==> src/dcrp_map.vh <==
// Purpose: constants for the converter code, reset and power-down core
// Assumes: plain Verilog-2005, included by bare name
// Notes: code and counter widths and the core's codes live here
`ifndef DCRP_MAP_VH
`define DCRP_MAP_VH
`define DCRP_CODE_W      16
`define DCRP_CNT_W       5
`define DCRP_FRAME_BITS  5'h10
`define DCRP_ZERO_CODE   16'h0000
`define DCRP_MID_CODE    16'h8000
`define DCRP_MSB         15
`define DCRP_GAIN_ONE    2'h1
`define DCRP_GAIN_TWO    2'h2
`endif

==> src/dcrp_sync.v <==
// Purpose: two-flop synchroniser for an input from outside the core clock
// Assumes: input is a level or slow edge relative to core_clk
// Notes: first stage feeds only the second stage
`timescale 1ns/1ps
module dcrp_sync #(
    parameter RST_VAL = 1'b0
) (
    input  wire core_clk,
    input  wire arst_n,
    input  wire async_in,
    output reg  sync_ff
);
    reg meta_ff;

    always @(posedge core_clk or negedge arst_n) begin
        if (!arst_n) begin
            meta_ff <= RST_VAL;
            sync_ff <= RST_VAL;
        end else begin
            meta_ff <= async_in;
            sync_ff <= meta_ff;
        end
    end
endmodule // dcrp_sync

==> src/dcrp_core.v <==
// Purpose: digital core of a 16-bit voltage-output converter
// Assumes: serial clock slower than half of CORE_CLK; straps are static levels
// Notes: pins are oversampled by CORE_CLK; serial edges found from synced levels
`timescale 1ns/1ps
`include "dcrp_map.vh"

// Operation
// each code arrives as one 16-bit serial word
// format strap high: straight binary code drives the converter
// format strap low: twos complement, 8000h zero-scale, 0000h midscale
// converter code spans 0 to 65535; step is span over 65536 times gain
// gain strap low gives gain 1, high gives gain 2
// reset pin low holds input register and latch at reset-level value
// reset pin high resumes serial writes and load strobes
// power-up sets registers and output to reset-level value
// reset value is 0000h for strap low, 8000h for strap high
// host must not use load strobe in twos complement before valid write
// power-down pin high grounds the analog output
// power-down leaves input register and latch unchanged
// serial interface keeps working during power-down
// data shifts on rising serial clock while select low; last 16 kept
// frames under 16 bits are discarded
// select rising after valid frame copies shift register to input register
// latch holds while load strobe high, transparent while low
// twos complement inverts the code msb to form offset binary
// hardware reset pin is synchronised before use
module dcrp_core (
    input  wire                    CORE_CLK,
    input  wire                    ARST_N,
    input  wire                    RESET_N_PIN,
    input  wire                    SCLK_PIN,
    input  wire                    CS_N_PIN,
    input  wire                    DIN_PIN,
    input  wire                    LOAD_OUTPUT_N,
    input  wire                    POWER_DOWN_PIN,
    input  wire                    CODE_FORMAT_SELECT,
    input  wire                    RESET_LEVEL_SELECT,
    input  wire                    GAIN_SELECT,
    output reg  [`DCRP_CODE_W-1:0] CONV_CODE,
    output reg  [1:0]              BUFFER_GAIN,
    output reg                     OUTPUT_GROUNDED,
    output reg  [`DCRP_CODE_W-1:0] INPUT_REG_VALUE,
    output reg  [`DCRP_CODE_W-1:0] OUTPUT_LATCH_VALUE
);

    ////////////////////////////////////////////////////////////////////////
    // synchronisers
    wire rst_pin_s;
    wire sclk_s;
    wire cs_n_s;
    wire din_s;
    wire load_output_n_n_s;
    wire pdn_s;
    wire fmt_s;
    wire lvl_s;
    wire gain_s;

    dcrp_sync #(
        .RST_VAL  (1'b0)
    ) u_rst (
        .core_clk (CORE_CLK),
        .arst_n   (ARST_N),
        .async_in (RESET_N_PIN),
        .sync_ff  (rst_pin_s)
    );

    dcrp_sync #(
        .RST_VAL  (1'b0)
    ) u_sclk (
        .core_clk (CORE_CLK),
        .arst_n   (ARST_N),
        .async_in (SCLK_PIN),
        .sync_ff  (sclk_s)
    );

    dcrp_sync #(
        .RST_VAL  (1'b1)
    ) u_cs (
        .core_clk (CORE_CLK),
        .arst_n   (ARST_N),
        .async_in (CS_N_PIN),
        .sync_ff  (cs_n_s)
    );

    dcrp_sync #(
        .RST_VAL  (1'b0)
    ) u_din (
        .core_clk (CORE_CLK),
        .arst_n   (ARST_N),
        .async_in (DIN_PIN),
        .sync_ff  (din_s)
    );

    dcrp_sync #(
        .RST_VAL  (1'b1)
    ) u_load_output_n (
        .core_clk (CORE_CLK),
        .arst_n   (ARST_N),
        .async_in (LOAD_OUTPUT_N),
        .sync_ff  (load_output_n_n_s)
    );

    dcrp_sync #(
        .RST_VAL  (1'b0)
    ) u_pdn (
        .core_clk (CORE_CLK),
        .arst_n   (ARST_N),
        .async_in (POWER_DOWN_PIN),
        .sync_ff  (pdn_s)
    );

    dcrp_sync #(
        .RST_VAL  (1'b1)
    ) u_fmt (
        .core_clk (CORE_CLK),
        .arst_n   (ARST_N),
        .async_in (CODE_FORMAT_SELECT),
        .sync_ff  (fmt_s)
    );

    dcrp_sync #(
        .RST_VAL  (1'b0)
    ) u_lvl (
        .core_clk (CORE_CLK),
        .arst_n   (ARST_N),
        .async_in (RESET_LEVEL_SELECT),
        .sync_ff  (lvl_s)
    );

    dcrp_sync #(
        .RST_VAL  (1'b0)
    ) u_gain (
        .core_clk (CORE_CLK),
        .arst_n   (ARST_N),
        .async_in (GAIN_SELECT),
        .sync_ff  (gain_s)
    );

    ////////////////////////////////////////////////////////////////////////
    // helpers
    function [`DCRP_CODE_W-1:0] reset_code;
        input level;
        begin
            reset_code = level ? `DCRP_MID_CODE : `DCRP_ZERO_CODE;
        end
    endfunction

    function [`DCRP_CODE_W-1:0] to_offset_binary;
        input [`DCRP_CODE_W-1:0] code;
        input                    straight;
        begin
            // see see
            to_offset_binary = straight ? code
                : {~code[`DCRP_MSB], code[`DCRP_MSB-1:0]};
        end
    endfunction

    ////////////////////////////////////////////////////////////////////////
    // edge detection on synced serial pins
    reg sclk_d_ff;
    reg cs_n_d_ff;
    reg init_ff;
    reg rst_hold_ff;

    wire sclk_rise = sclk_s & ~sclk_d_ff;
    wire cs_rise   = cs_n_s & ~cs_n_d_ff;
    // one extra edge of reset: the strap settles on the same edge as the reset
    // pin, so without it reset would end before the strap is read
    wire in_reset  = ~rst_pin_s | rst_hold_ff | init_ff;

    always @(posedge CORE_CLK or negedge ARST_N) begin
        if (!ARST_N) begin
            sclk_d_ff   <= 1'b0;
            cs_n_d_ff   <= 1'b1;
            init_ff     <= 1'b1;
            rst_hold_ff <= 1'b1;
        end else begin
            sclk_d_ff   <= sclk_s;
            cs_n_d_ff   <= cs_n_s;
            init_ff     <= 1'b0; // reset state on first edge after release, see
            rst_hold_ff <= ~rst_pin_s; // see
        end
    end

    ////////////////////////////////////////////////////////////////////////
    // shift register and bit counter
    reg [`DCRP_CODE_W-1:0] shift_ff;
    reg [`DCRP_CNT_W-1:0]  cnt_ff;
    reg [`DCRP_CODE_W-1:0] nxt_shift;
    reg [`DCRP_CNT_W-1:0]  nxt_cnt;

    always @* begin
        nxt_shift = shift_ff;
        nxt_cnt   = cnt_ff;
        if (cs_n_s) begin
            nxt_cnt = {`DCRP_CNT_W{1'b0}};
        end else if (sclk_rise) begin
            // keeps working in power-down, see
            nxt_shift = {shift_ff[`DCRP_CODE_W-2:0], din_s}; // see
            if (cnt_ff != `DCRP_FRAME_BITS) begin
                nxt_cnt = cnt_ff + 5'h01;
            end
        end
    end

    always @(posedge CORE_CLK or negedge ARST_N) begin
        if (!ARST_N) begin
            shift_ff <= `DCRP_ZERO_CODE;
            cnt_ff   <= {`DCRP_CNT_W{1'b0}};
        end else begin
            shift_ff <= nxt_shift;
            cnt_ff   <= nxt_cnt;
        end
    end

    wire frame_ok = cs_rise & (cnt_ff == `DCRP_FRAME_BITS);

    ////////////////////////////////////////////////////////////////////////
    // input register and output latch
    reg [`DCRP_CODE_W-1:0] inreg_ff;
    reg [`DCRP_CODE_W-1:0] latch_ff;
    reg [`DCRP_CODE_W-1:0] nxt_inreg;
    reg [`DCRP_CODE_W-1:0] nxt_latch;

    always @* begin
        nxt_inreg = inreg_ff;
        nxt_latch = latch_ff;
        if (in_reset) begin
            nxt_inreg = reset_code(lvl_s); // see
            nxt_latch = reset_code(lvl_s);
        end else begin
            // ; power-down does not touch either, see
            if (frame_ok) begin
                nxt_inreg = shift_ff;
            end
            if (!load_output_n_n_s) begin
                nxt_latch = nxt_inreg;
            end
        end
    end

    always @(posedge CORE_CLK or negedge ARST_N) begin
        if (!ARST_N) begin
            inreg_ff <= `DCRP_ZERO_CODE;
            latch_ff <= `DCRP_ZERO_CODE;
        end else begin
            inreg_ff <= nxt_inreg;
            latch_ff <= nxt_latch;
        end
    end

    ////////////////////////////////////////////////////////////////////////
    // reset code drives the converter as is until a written code is latched
    reg code_written_ff;
    reg show_raw_ff;
    reg nxt_code_written;
    reg nxt_show_raw;

    always @* begin
        nxt_code_written = code_written_ff;
        nxt_show_raw     = show_raw_ff;
        if (in_reset) begin
            nxt_code_written = 1'b0;
            nxt_show_raw     = 1'b1; // see
        end else begin
            if (frame_ok) begin
                nxt_code_written = 1'b1;
            end
            // host keeps the strobe high until a write, see
            if (!load_output_n_n_s && nxt_code_written) begin
                nxt_show_raw = 1'b0;
            end
        end
    end

    always @(posedge CORE_CLK or negedge ARST_N) begin
        if (!ARST_N) begin
            code_written_ff <= 1'b0;
            show_raw_ff     <= 1'b1;
        end else begin
            code_written_ff <= nxt_code_written;
            show_raw_ff     <= nxt_show_raw;
        end
    end

    ////////////////////////////////////////////////////////////////////////
    // outputs
    // reset value stays midscale or zero-scale in either format
    always @(posedge CORE_CLK or negedge ARST_N) begin
        if (!ARST_N) begin
            CONV_CODE          <= `DCRP_ZERO_CODE;
            BUFFER_GAIN        <= `DCRP_GAIN_ONE;
            OUTPUT_GROUNDED    <= 1'b0;
            INPUT_REG_VALUE    <= `DCRP_ZERO_CODE;
            OUTPUT_LATCH_VALUE <= `DCRP_ZERO_CODE;
        end else begin
            CONV_CODE          <= in_reset ? reset_code(lvl_s) // see
                                  : to_offset_binary(latch_ff, fmt_s | show_raw_ff);
            BUFFER_GAIN        <= gain_s ? `DCRP_GAIN_TWO : `DCRP_GAIN_ONE;
            OUTPUT_GROUNDED    <= pdn_s;
            INPUT_REG_VALUE    <= inreg_ff;
            OUTPUT_LATCH_VALUE <= latch_ff;
        end
    end

endmodule // dcrp_core

==> config.mk <==
export PLATFORM = sky130hd
export DESIGN_NAME = dcrp_core
export DESIGN_NICKNAME = d
export VERILOG_FILES = /design/src/dcrp_sync.v /design/src/dcrp_core.v
export VERILOG_INCLUDE_DIRS = /design/src
export SDC_FILE = /design/constraint.sdc
export NUM_CORES = 1
export LEC_CHECK = 0
export BUFFER_PORTS_ARGS = -buffer_cell sky130_fd_sc_hd__clkbuf_2
export CORE_MARGIN = 8
export CORE_UTILIZATION = 50
export CTS_BUF_LIST = sky130_fd_sc_hd__clkbuf_8
export CTS_CLUSTER_DIAMETER = 100
export DETAILED_ROUTE_END_ITERATION = 16
export GPL_ROUTABILITY_DRIVEN = 0
export PLACE_DENSITY = 0.83
export SYNTH_ARGS = -nofsm -noshare
export SYNTH_HDL_FRONTEND = slang
export SYNTH_SLANG_ARGS = --single-unit
export TNS_END_PERCENT = 10
==> constraint.sdc <==
create_clock -name CORE_CLK -period 2.3 [get_ports CORE_CLK]
set_clock_uncertainty 0.2 [all_clocks]
set_input_delay 0.46 -clock CORE_CLK [delete_from_list [all_inputs] [get_ports CORE_CLK]]
set_output_delay 0.46 -clock CORE_CLK [all_outputs]
set_load 0.01 [all_outputs]
# Word level (Yosys, flattened, before mapping)
# Index checks and enable logic that the tools add are counted.
# word_totals
word_cells	71
output_inout_bits	51
register_bits	128
input_bits	11
# op_classes
reduce_logical	7
n_addsub	1
n_mux	16
eq_ne	3
n_bitwise	11
# ops
operator	n
$mux 16	7
$mux 5	3
$reduce_bool 2->1	3
$add 5x1->5 const B	1
$eq 5x5->1 const B	1
$mux 1	5
$ne 5x5->1 const B	1
$not 1->1	5
$reduce_and 2->1	2
$and 1x1->1	3
$or 1x1->1	3
$mux 2	1
$ne 2x2->1 const B	1
$logic_and 1x1->1	1
$logic_not 1->1	1

# Longest topological paths before layout
# Gate-level depths: netlist of run 1.
# logic_depth
ltp_word	8
ltp_mapped	8
depth_no_buf	6

# Hierarchy
# Synthesis of run 1 repeated with hierarchy kept, for this count alone.
# hier_totals
hier_cells	274
hier_area_um2	4186.5
# modules_own_cells
mod	n_inst	area_per_inst_um2	cells_each	seq_area_each_um2
dcrp_core	1	3728.6	256	2758.9
dcrp_sync at u_din ...	6	50.0	2	50.0
dcrp_sync at u_cs ...	3	52.6	2	52.6

# Least setup slack after synthesis of run 1
# OpenSTA, ideal clock, no wires.
# synth_timing
path_kind	register to register
startpoint	reg cnt_ff[0]
endpoint	reg latch_ff[10]
setup_ns	0.137
n_path_buf	2
path_slack_ns	0.477
required_time_ns	1.963
period_less_slack_ns	1.823
arrival_ns	1.486
stages_incl_launch_ff	9
path_cell_list	dfrtp_1 inv_1 ha_1 and4bb_2 nand3b_2 buf_6 buf_12 mux2i_1 a21oi_1
# synth_between
elab_chain_cells	5
# synth_rtl
element	line	rtl
start, declared	dcrp_core.v:188	reg [`DCRP_CNT_W-1:0] cnt_ff;
start signal, assigned	dcrp_core.v:209	cnt_ff <= {`DCRP_CNT_W{1'b0}};
start signal, assigned	dcrp_core.v:212	cnt_ff <= nxt_cnt;
$eq 5x5->1 (no line)	--	
$and 1x1->1	dcrp_core.v:216	wire frame_ok = cs_rise & (cnt_ff == `DCRP_FRAME_BITS);
$mux 16	dcrp_core.v:233	if (frame_ok) begin
$mux 16	dcrp_core.v:236	if (!load_output_n_n_s) begin
$mux 16	dcrp_core.v:228	if (in_reset) begin
end signal, assigned	dcrp_core.v:245	latch_ff <= `DCRP_ZERO_CODE;
end signal, assigned	dcrp_core.v:248	latch_ff <= nxt_latch;
end, declared	dcrp_core.v:221	reg [`DCRP_CODE_W-1:0] latch_ff;
# No other way between the ends. The select of a mux whose other input is x is not followed.
# A chain may end at the register's enable or synchronous reset.

# Worst setup path in the final report of run 1
# layout_timing
startpoint	reg cnt_ff[0]
endpoint	reg latch_ff[7]
# Same word-level chain as after synthesis.

==> results by group, run 1 <==
Floorplanning
  – Initial core utilization: 51.2%
  – Die area: 11600 µm²
  – Die H: 108 µm
  – Placement row count: 33
  – Die W: 108 µm
  – Core area: 8180 µm²
  – # IOs: 62

Critical path
  – R2R cell count: 7
  – Setup crit end kind: register
  – Worst setup SP type: register
  – Required time worst endpoint: 2.39 ns
  – RR Startpoint: cnt_ff[0]
  – Worst R2R End: latch_ff[7]
  – Arr. time, crit path: 2.17 ns
  – Critical path class: register to register
  – Setup crit start: cnt_ff[0]
  – CP max FO: 11
  – Slack of the worst reg-to-reg path: 0.22 ns

Min path
  – Hold endpoint: u_lvl.sync_ff
  – Cells on Worst Hold Path: 0
  – HP Class: register to register
  – Hold Startpoint: u_lvl.meta_ff

CTS
  – Total CTS buffers: 17
  – Gates resized, CTS repair: 0
  – H-tree depth: 4
  – CTS sink cnt: 128
  – Skew-Pair Late Insertion Delay: 0.43 ns
  – Setup bufs post-CTS: 0
  – CTS tree: built
  – Post-CTS Hold Fix Bufs: 10
  – Root buffer cell: clkbuf_8
  – Clock transition at path regs: 0.08 ns
  – CTS Buffer Depth: 2

STA
  – Max Slew Vio Count: 0
  – FMAX: 0.480 GHz
  – Post-route setup TNS: 0 ns
  – Final hold violation count: 0
  – Slew margin rel.: 51.9%
  – Minimum clock period: 2.08 ns
  – Final Setup Violations: 0
  – Period utilization: 90.5%
  – Worst slew pin tran: 0.721 ns
  – RSZ-0062 raised after global routing: no

Power
  – Switching fraction of total power: 24.4%
  – Clk pwr share: 42.2%
  – Worst vdd ir: 0.000433 V
  – Static Leak: 2.68 nW
  – Pwr dens: 887 nW/µm²
  – Combinational power share: 4.6%
  – Reg power frac: 53.2%
  – Pint: 0.00347 W
  – Switch Pwr: 0.00112 W
  – Total power: 0.00459 W

GRT
  – Met2 usage: 22.0%
  – Total grt overflow: 0
  – Met3 Usage GRT: 4.43%
  – GRT met1 Usage: 16.8%
  – GR peak layer: met2
  – Vias in the first global route: 2506
  – Initial antenna violation count: 0
  – GRT Total Usage: 13.9%
  – Largest net degree at the start of global routing: 49
  – First-pass GRT wire length: 12.4 mm

Synthesis
  – EDFF count, synth: 0
  – Ys Warns: 0
  – Mean Syn Cell Area: 15.3 µm²
  – Sequential cell area fraction in the yosys report: 76.8%
  – Yosys cell types: 33
  – Asr flop ratio synth: 100%
  – Commonest register cell after synthesis: dfrtp_1
  – Cell Area, Synth: 4190 µm²
  – Mapped Cells: 274
  – Post-synth net total: 287
  – Seq cells post-synth: 128

Run
  – Maxcap violations: 0

Place
  – Post-DP Area: 4660 µm²
  – # port buffers: 61
  – HPWL Detailed: 4.74 mm

Route
  – Total iterations of the first detailed-routing run: 4
  – # DRC: 0
  – Antenna viol nets, final: 0
  – Final WL: 7.59 mm
  – Routed WL per cell: 15.9 µm
  – Detailed Route Iter0 Violations: 68
  – Via density: 4.99
  – Total vias in the final route: 2383

Final layout
  – Diodes inserted: 0
  – Nets: 373
  – Layout cells sized above 1: 35.7%
  – Area delta synth->final: 23.4%
  – Final instance area: 5170 µm²

Status
  – Outcome: finished clean
[placed cells by master, fill, tap and decap left out, drive strengths merged, types with 2 or more instances in the layout]
master	Yosys	routed
dfrtp	117	117
clkbuf	9	77
nor2	23	23
a21oi	20	20
o21ai	17	17
mux2i	16	16
mux2	16	16
and2	15	15
inv	7	14
dfstp	11	11
dlygate4sd3	0	10
buf	3	9
xnor2	3	3
clkinvlp	0	3
clkinv	0	3
nand3	2	2
xor2	2	2
ha	2	2
bufinv	0	2
nor3	2	2
[metrics by stage]
step                      worst slack, ns  utilization (%)  std cells  hold slack, ns
final                               0.219             63.2        478           0.151
after global routing                0.124             63.2        478           0.159
after CTS                           0.199             63.2        478           0.155
after detailed placement            0.270             57.0        436           0.137
after global placement              0.346             57.0        436           0.132
after floorplan                     0.477                -        274         -0.0356
[power by group through the flow]
stage | Clock, W | Sequential (W) | Combinational [W]
2_1_floorplan | 0 | 0.00246 | 0.000105
3_3_place_gp | 0 | 0.00247 | 0.000196
3_5_place_dp | 0 | 0.00248 | 0.000204
4_1_cts | 0.00198 | 0.00244 | 0.000220
5_1_grt | 0.00209 | 0.00245 | 0.000241
6_report | 0.00193 | 0.00244 | 0.000213
[critical path, stage by stage (launching register included)]
cell,delay (ns)
dfrtp_1,0.42
inv_1,0.07
ha_1,0.13
and4bb_2,0.27
nand3b_2,0.26
buf_12,0.25
mux2i_1,0.23
a21oi_1,0.12
[area by class of cell]
class	instances	area [µm²]
clock buffer	17	234
clock inverter	15	175
fill	602	3010
inverter	7	26.3
multi-input combinational	127	878
sequential	128	3220
tap	105	131
timing repair buffer	79	505
[synth_stat cells (3+ instances only)]
| master | number | area share, % |
|---|---|---|
| dfrtp_1 | 117 | 70 |
| nor2_1 | 22 | 2.0 |
| a21oi_1 | 20 | 2.4 |
| mux2i_1 | 16 | 3.8 |
| and2_1 | 15 | 2.2 |
| mux2_2 | 15 | 4.0 |
| o21ai_0 | 15 | 1.8 |
| dfstp_2 | 11 | 6.9 |
| clkbuf_1 | 8 | 0.72 |
| inv_1 | 6 | 0.54 |
| xnor2_1 | 3 | 0.63 |
[sequential cells by signal (all words and copies together) (netlist names), 2 cells and up]
signal / flops
shift_ff: 16
INPUT_REG_VALUE: 16
CONV_CODE: 16
OUTPUT_LATCH_VALUE: 16
inreg_ff: 16
latch_ff: 16
cnt_ff: 5
BUFFER_GAIN: 2
[kinds of logic after synthesis]
| group | count (synthesis) | share of synthesized area, % |
|---|---|---|
| compound gates | 38 | 4.63 |
| xor+xnor | 5 | 1.05 |
| fa+ha+maj | 2 | 0.598 |
| buf+inv | 19 | 2.33 |
| flops | 128 | 76.8 |
| mux | 32 | 8.13 |
| other cells | 1 | 0.0896 |
| simple gates | 49 | 6.34 |
[how the worst max path moves through the flow]
stage                         to  depth (start not counted)
global route         latch_ff[7]                          7
detailed placement   latch_ff[7]                          7
CTS                  latch_ff[7]                          7
finish               latch_ff[7]                          7
floorplan           latch_ff[10]                          8
global placement    latch_ff[13]                          7
[metal layers]
metal  vias to the layer above  wire length [µm]
li1                       1091                 -
met1                      1214              3220
met2                        72              3820
met3                         6               473
met4                         0                77
met5                         -                 0
No activity file was read; power rests on OpenSTA's default activity.
==> inputs of run 2 (changes only) <==
BUFFER_PORTS_ARGS = -buffer_cell sky130_fd_sc_hd__buf_2   (was -buffer_cell sky130_fd_sc_hd__clkbuf_2)
==> results by group, run 2 (synthesized netlist as in run 1, its figures left out) <==
Status
  – Outcome: finished clean

STA
  – Final WS setup: 0.291 ns
  – Post-route setup TNS: 0 ns
  – FMAX: 0.498 GHz
  – RSZ-0062 raised after global routing: no
  – Final hold violation count: 0
  – Final Setup Violations: 0
  – Minimum clock period: 2.01 ns
  – Period utilization: 87.3%
  – Max Slew Vio Count: 0

Critical path
  – CP top delay family: flip-flops
  – Required time worst endpoint: 2.39 ns
  – Setup crit end kind: register
  – Arr. time, crit path: 2.10 ns
  – Crit-path slowest cell: dfrtp_1
  – Critical path, cell by cell: inv_1 > ha_1 > and4bb_2 > nand3b_2 > buf_12 > mux2i_1 > a21oi_1
  – CP max FO: 18
  – Buf/Inv on CP: 2
  – Critical path class: register to register
  – CP peak stage delay: 0.43 ns
  – RR Startpoint: cnt_ff[0]
  – Worst setup SP type: register
  – Setup crit start: cnt_ff[0]

CTS
  – Clock transition at path regs: 0.08 ns
  – CTS Buffer Depth: 2
  – Total CTS buffers: 17
  – Root buffer cell: clkbuf_8
  – H-tree depth: 4
  – Skew-Pair Late Insertion Delay: 0.42 ns
  – CTS tree: built
  – CTS sink cnt: 128
  – Setup bufs post-CTS: 0

Route
  – Via density: 4.96
  – # DRC: 0
  – Routed WL per cell: 15.7 µm
  – Detailed Route Iter0 Violations: 106
  – Final WL: 7.47 mm
  – Total vias in the final route: 2367
  – Antenna viol nets, final: 0
  – Total iterations of the first detailed-routing run: 4

Final layout
  – Most common cell after layout, fill and taps aside: dfrtp_1
  – Area delta synth->final: 22.4%
  – Layout filler cell count: 595
  – Seq. cell area: 3220 µm²
  – Multi-input gate area: 878 µm²
  – Commonest non-fill, non-tap cells in the layout: 117 x dfrtp_1, 60 x buf_2, 22 x nor2_1
  – Nets: 372
  – Layout cells sized above 1: 35.2%
  – Core Util, Final: 62.7%
  – Diodes inserted: 0
  – Final instance area: 5120 µm²

Floorplanning
  – # IOs: 62
  – Die W: 108 µm
  – Die area: 11600 µm²
  – Core area: 8180 µm²
  – Initial core utilization: 51.2%
  – Placement row count: 33
  – Die H: 108 µm

Place
  – # port buffers: 61
  – DP Worst Slack: 0.359 ns
  – Post-DP Area: 4650 µm²
  – HPWL Detailed: 4.82 mm

Power
  – Reg power frac: 55.3%
  – Switching fraction of total power: 24.5%
  – Worst vdd ir: 0.000434 V
  – Combinational power share: 4.8%
  – Switch Pwr: 0.00108 W
  – Total power: 0.00441 W
  – Clk pwr share: 39.8%
  – Pint: 0.00333 W
  – Pwr dens: 861 nW/µm²
  – Static Leak: 2.70 nW

Min path
  – HP Class: register to register
  – Hold Startpoint: u_gain.meta_ff

GRT
  – Met2 usage: 21.6%
  – First-pass GRT wire length: 12.7 mm
  – Initial antenna violation count: 0
  – Total grt overflow: 0
  – Met3 Usage GRT: 5.15%
  – Largest net degree at the start of global routing: 46
  – GRT Total Usage: 14.2%
  – Vias in the first global route: 2540
  – GR peak layer: met2
  – GRT met1 Usage: 17.5%

Run
  – Maxcap violations: 0
==> run 2: cell types whose count changed in the layout (fill, tap and decap cells not counted) <==
cell / delta
buf_4: -1
inv_6: -3
clkinv_2: +1
clkinv_4: +1
bufinv_16: -1
inv_1: +1
buf_2: +60
clkbuf_2: -60
clkinvlp_4: +2
inv_8: -1
==> run 2: worst paths after layout <==
| kind | endpoint | slack, ns | depth (start not counted) |
|---|---|---|---|
| setup / recovery | latch_ff[12] | 0.29 | 7 |
| hold / removal | u_gain.sync_ff | 0.15 | 0 |
| setup reg to reg | latch_ff[12] | 0.29 | 7 |
| hold reg to reg | u_gain.sync_ff | 0.15 | 0 |
| max in group asynchronous | init_ff | 0.90 | 3 |
| min in group asynchronous | CONV_CODE[12] | 0.32 | 2 |
==> run 2: cell type report <==
type	count	area share [%]
inverter	7	0.513
sequential	128	62.8
multi-input combinational	127	17.1
clock buffer	17	4.57
timing repair buffer	78	9.72
tap	105	2.56
clock inverter	15	2.73
==> run 2: per-layer routing <==
metal / vias to the layer above / part of all wire (%)
li1: 1089 / -
met1: 1189 / 42
met2: 73 / 50
met3: 16 / 6.3
met4: 0 / 2.1
met5: - / 0
==> run 2: power by group through the flow <==
stage	combinational [W]	sequential, W	clock, W
global route	0.000242	0.00245	0.00191
finish	0.000213	0.00244	0.00176
CTS	0.000220	0.00244	0.00181
global placement	0.000193	0.00247	0
detailed placement	0.000204	0.00248	0
floorplan	0.000105	0.00246	0
==> run 2: through the flow <==
stage / hold slack, ns / cells
3_3_place_gp: 0.133 / 435
3_5_place_dp: 0.136 / 435
4_1_cts: 0.152 / 477
2_1_floorplan: -0.0356 / 274
6_report: 0.150 / 477
5_1_grt: 0.160 / 477
==> run 2: worst reg2reg max path: cells and delay by family, from the launching register on <==
kind	cells	cell delay [ns]
buf+inv	2	0.25
mux	1	0.34
compound gates	1	0.11
simple gates	2	0.35
fa+ha+maj	1	0.20
flops	1	0.43
==> run 2: repair_timing <==
item                       4_1_cts  5_1_grt
hold buffers                    10        0
hold endpoints to repair        36        0
setup endpoints to repair        0        0
gates resized for setup          0        0
==> inputs of run 3 (changes only) <==
RECOVER_POWER = 100   (was default)
==> results by group, run 3 (synthesized netlist as in run 1, its figures left out) <==
GRT
  – GRT Total Usage: 14.2%
  – Largest net degree at the start of global routing: 46
  – Initial antenna violation count: 0
  – Total grt overflow: 0
  – Vias in the first global route: 2540
  – First-pass GRT wire length: 12.7 mm

Final layout
  – Layout cells sized above 1: 20.7%
  – Area delta synth->final: 20.7%
  – Commonest non-fill, non-tap cells in the layout: 117 x dfrtp_1, 51 x clkbuf_1, 22 x nor2_1
  – Layout filler cell count: 626
  – Final instance area: 5050 µm²
  – Diodes inserted: 0
  – Most common cell after layout, fill and taps aside: dfrtp_1
  – Nets: 372

CTS
  – Setup bufs post-CTS: 0
  – Root buffer cell: clkbuf_8
  – H-tree depth: 4
  – CTS Buffer Depth: 2
  – CTS tree: built
  – CTS sink cnt: 128
  – Gates resized, CTS repair: 0
  – Clock transition at path regs: 0.08 ns
  – Post-CTS Hold Fix Bufs: 10
  – Total CTS buffers: 17
  – Skew-Pair Late Insertion Delay: 0.42 ns

Floorplanning
  – Die W: 108 µm
  – Placement row count: 33
  – Core area: 8180 µm²
  – Die H: 108 µm
  – Die area: 11600 µm²
  – # IOs: 62
  – Initial core utilization: 51.2%

STA
  – Post-route setup TNS: 0 ns
  – FMAX: 0.504 GHz
  – Minimum clock period: 1.99 ns
  – Slew margin rel.: 48.4%
  – Final Setup Violations: 0
  – RSZ-0062 raised after global routing: no
  – Final WS setup: 0.314 ns
  – Final hold violation count: 0
  – Period utilization: 86.3%
  – Worst slew pin tran: 0.773 ns
  – Max Slew Vio Count: 0

Status
  – Outcome: finished clean

Run
  – Maxcap violations: 0

Power
  – Static Leak: 2.47 nW
  – Worst vdd ir: 0.000436 V
  – Pwr dens: 873 nW/µm²

Critical path
  – Buf/Inv on CP: 2
  – CP peak stage delay: 0.41 ns
  – Setup crit end kind: register
  – Arr. time, crit path: 2.08 ns
  – Critical path class: register to register
  – Worst setup SP type: register
  – CP top delay family: flip-flops
  – Crit-path slowest cell: dfrtp_1
  – Required time worst endpoint: 2.39 ns
  – Critical path, cell by cell: inv_1 > ha_1 > and4bb_1 > nand3b_2 > buf_12 > mux2i_1 > a21oi_1
  – CP max FO: 18

Place
  – Post-DP Area: 4650 µm²
  – # port buffers: 61
  – HPWL Detailed: 4.82 mm
  – DP Worst Slack: 0.359 ns

Route
  – Antenna viol nets, final: 0
  – Total iterations of the first detailed-routing run: 4
  – Via density: 4.92
  – Detailed Route Iter0 Violations: 92
  – # DRC: 0
  – Routed WL per cell: 15.8 µm
  – Total vias in the final route: 2349
  – Final WL: 7.53 mm

Min path
  – HP Class: register to register
run 3: cell types whose count changed in the layout (fill, tap and decap cells not counted):
cell,delta
and4bb_2,-1
and2_1,-10
buf_4,-4
o21ai_1,-1
clkbuf_1,+51
clkbuf_2,+4
buf_2,-51
dfstp_1,+2
and2_0,+10
and4bb_1,+1
o21ai_0,+1
dfstp_2,-2
run 3: cell type report:
cell class              instances  area (µm²)  area share [%]
flip-flops and latches        128        3220            63.7
multi-input cells             127         878            17.4
repair buffers                 78         424            8.40
clock buffers                  17         234            4.63
clock inverters                15         140            2.77
well taps                     105         131            2.60
inverters                       7        26.3           0.520
run 3: path summary, 6_finish.rpt:
check	cells past startpoint	to	startpoint	slack, ns
worst max-delay path	7	latch_ff[12]	cnt_ff[0]	0.31
worst min-delay path	0	u_gain.sync_ff	u_gain.meta_ff	0.15
worst max register to register	7	latch_ff[12]	cnt_ff[0]	0.31
worst min register to register	0	u_gain.sync_ff	u_gain.meta_ff	0.15
max in group asynchronous	3	init_ff	ARST_N	0.43
min in group asynchronous	2	OUTPUT_LATCH_VALUE[10]	ARST_N	0.45
run 3: per-layer routing:
| metal | up-vias | global-route usage [%] | wire length, µm |
|---|---|---|---|
| met5 | - | 0 | 0 |
| met4 | 0 | 7.53 | 159 |
| met3 | 16 | 5.15 | 493 |
| met2 | 66 | 21.6 | 3690 |
| met1 | 1179 | 17.5 | 3180 |
| li1 | 1088 | - | - |
run 3: power by group:
group | switching (W) | total, W | internal (W)
Combinational | 0.000110 | 0.000208 | 0.0000978
Sequential | 0.0000757 | 0.00244 | 0.00236
Clock | 0.000895 | 0.00176 | 0.000864
Total | 0.00108 | 0.00441 | 0.00333
run 3: stage by stage:
stage | util, % | cells | power (W) | hold slack, ns
finish | 61.8 | 477 | 0.00441 | 0.150
global route | 61.8 | 477 | 0.00460 | 0.160
CTS | 62.7 | 477 | 0.00447 | 0.152
detailed placement | 56.9 | 435 | 0.00268 | 0.136
global placement | 56.9 | 435 | 0.00266 | 0.133
floorplan | - | 274 | 0.00256 | -0.0356
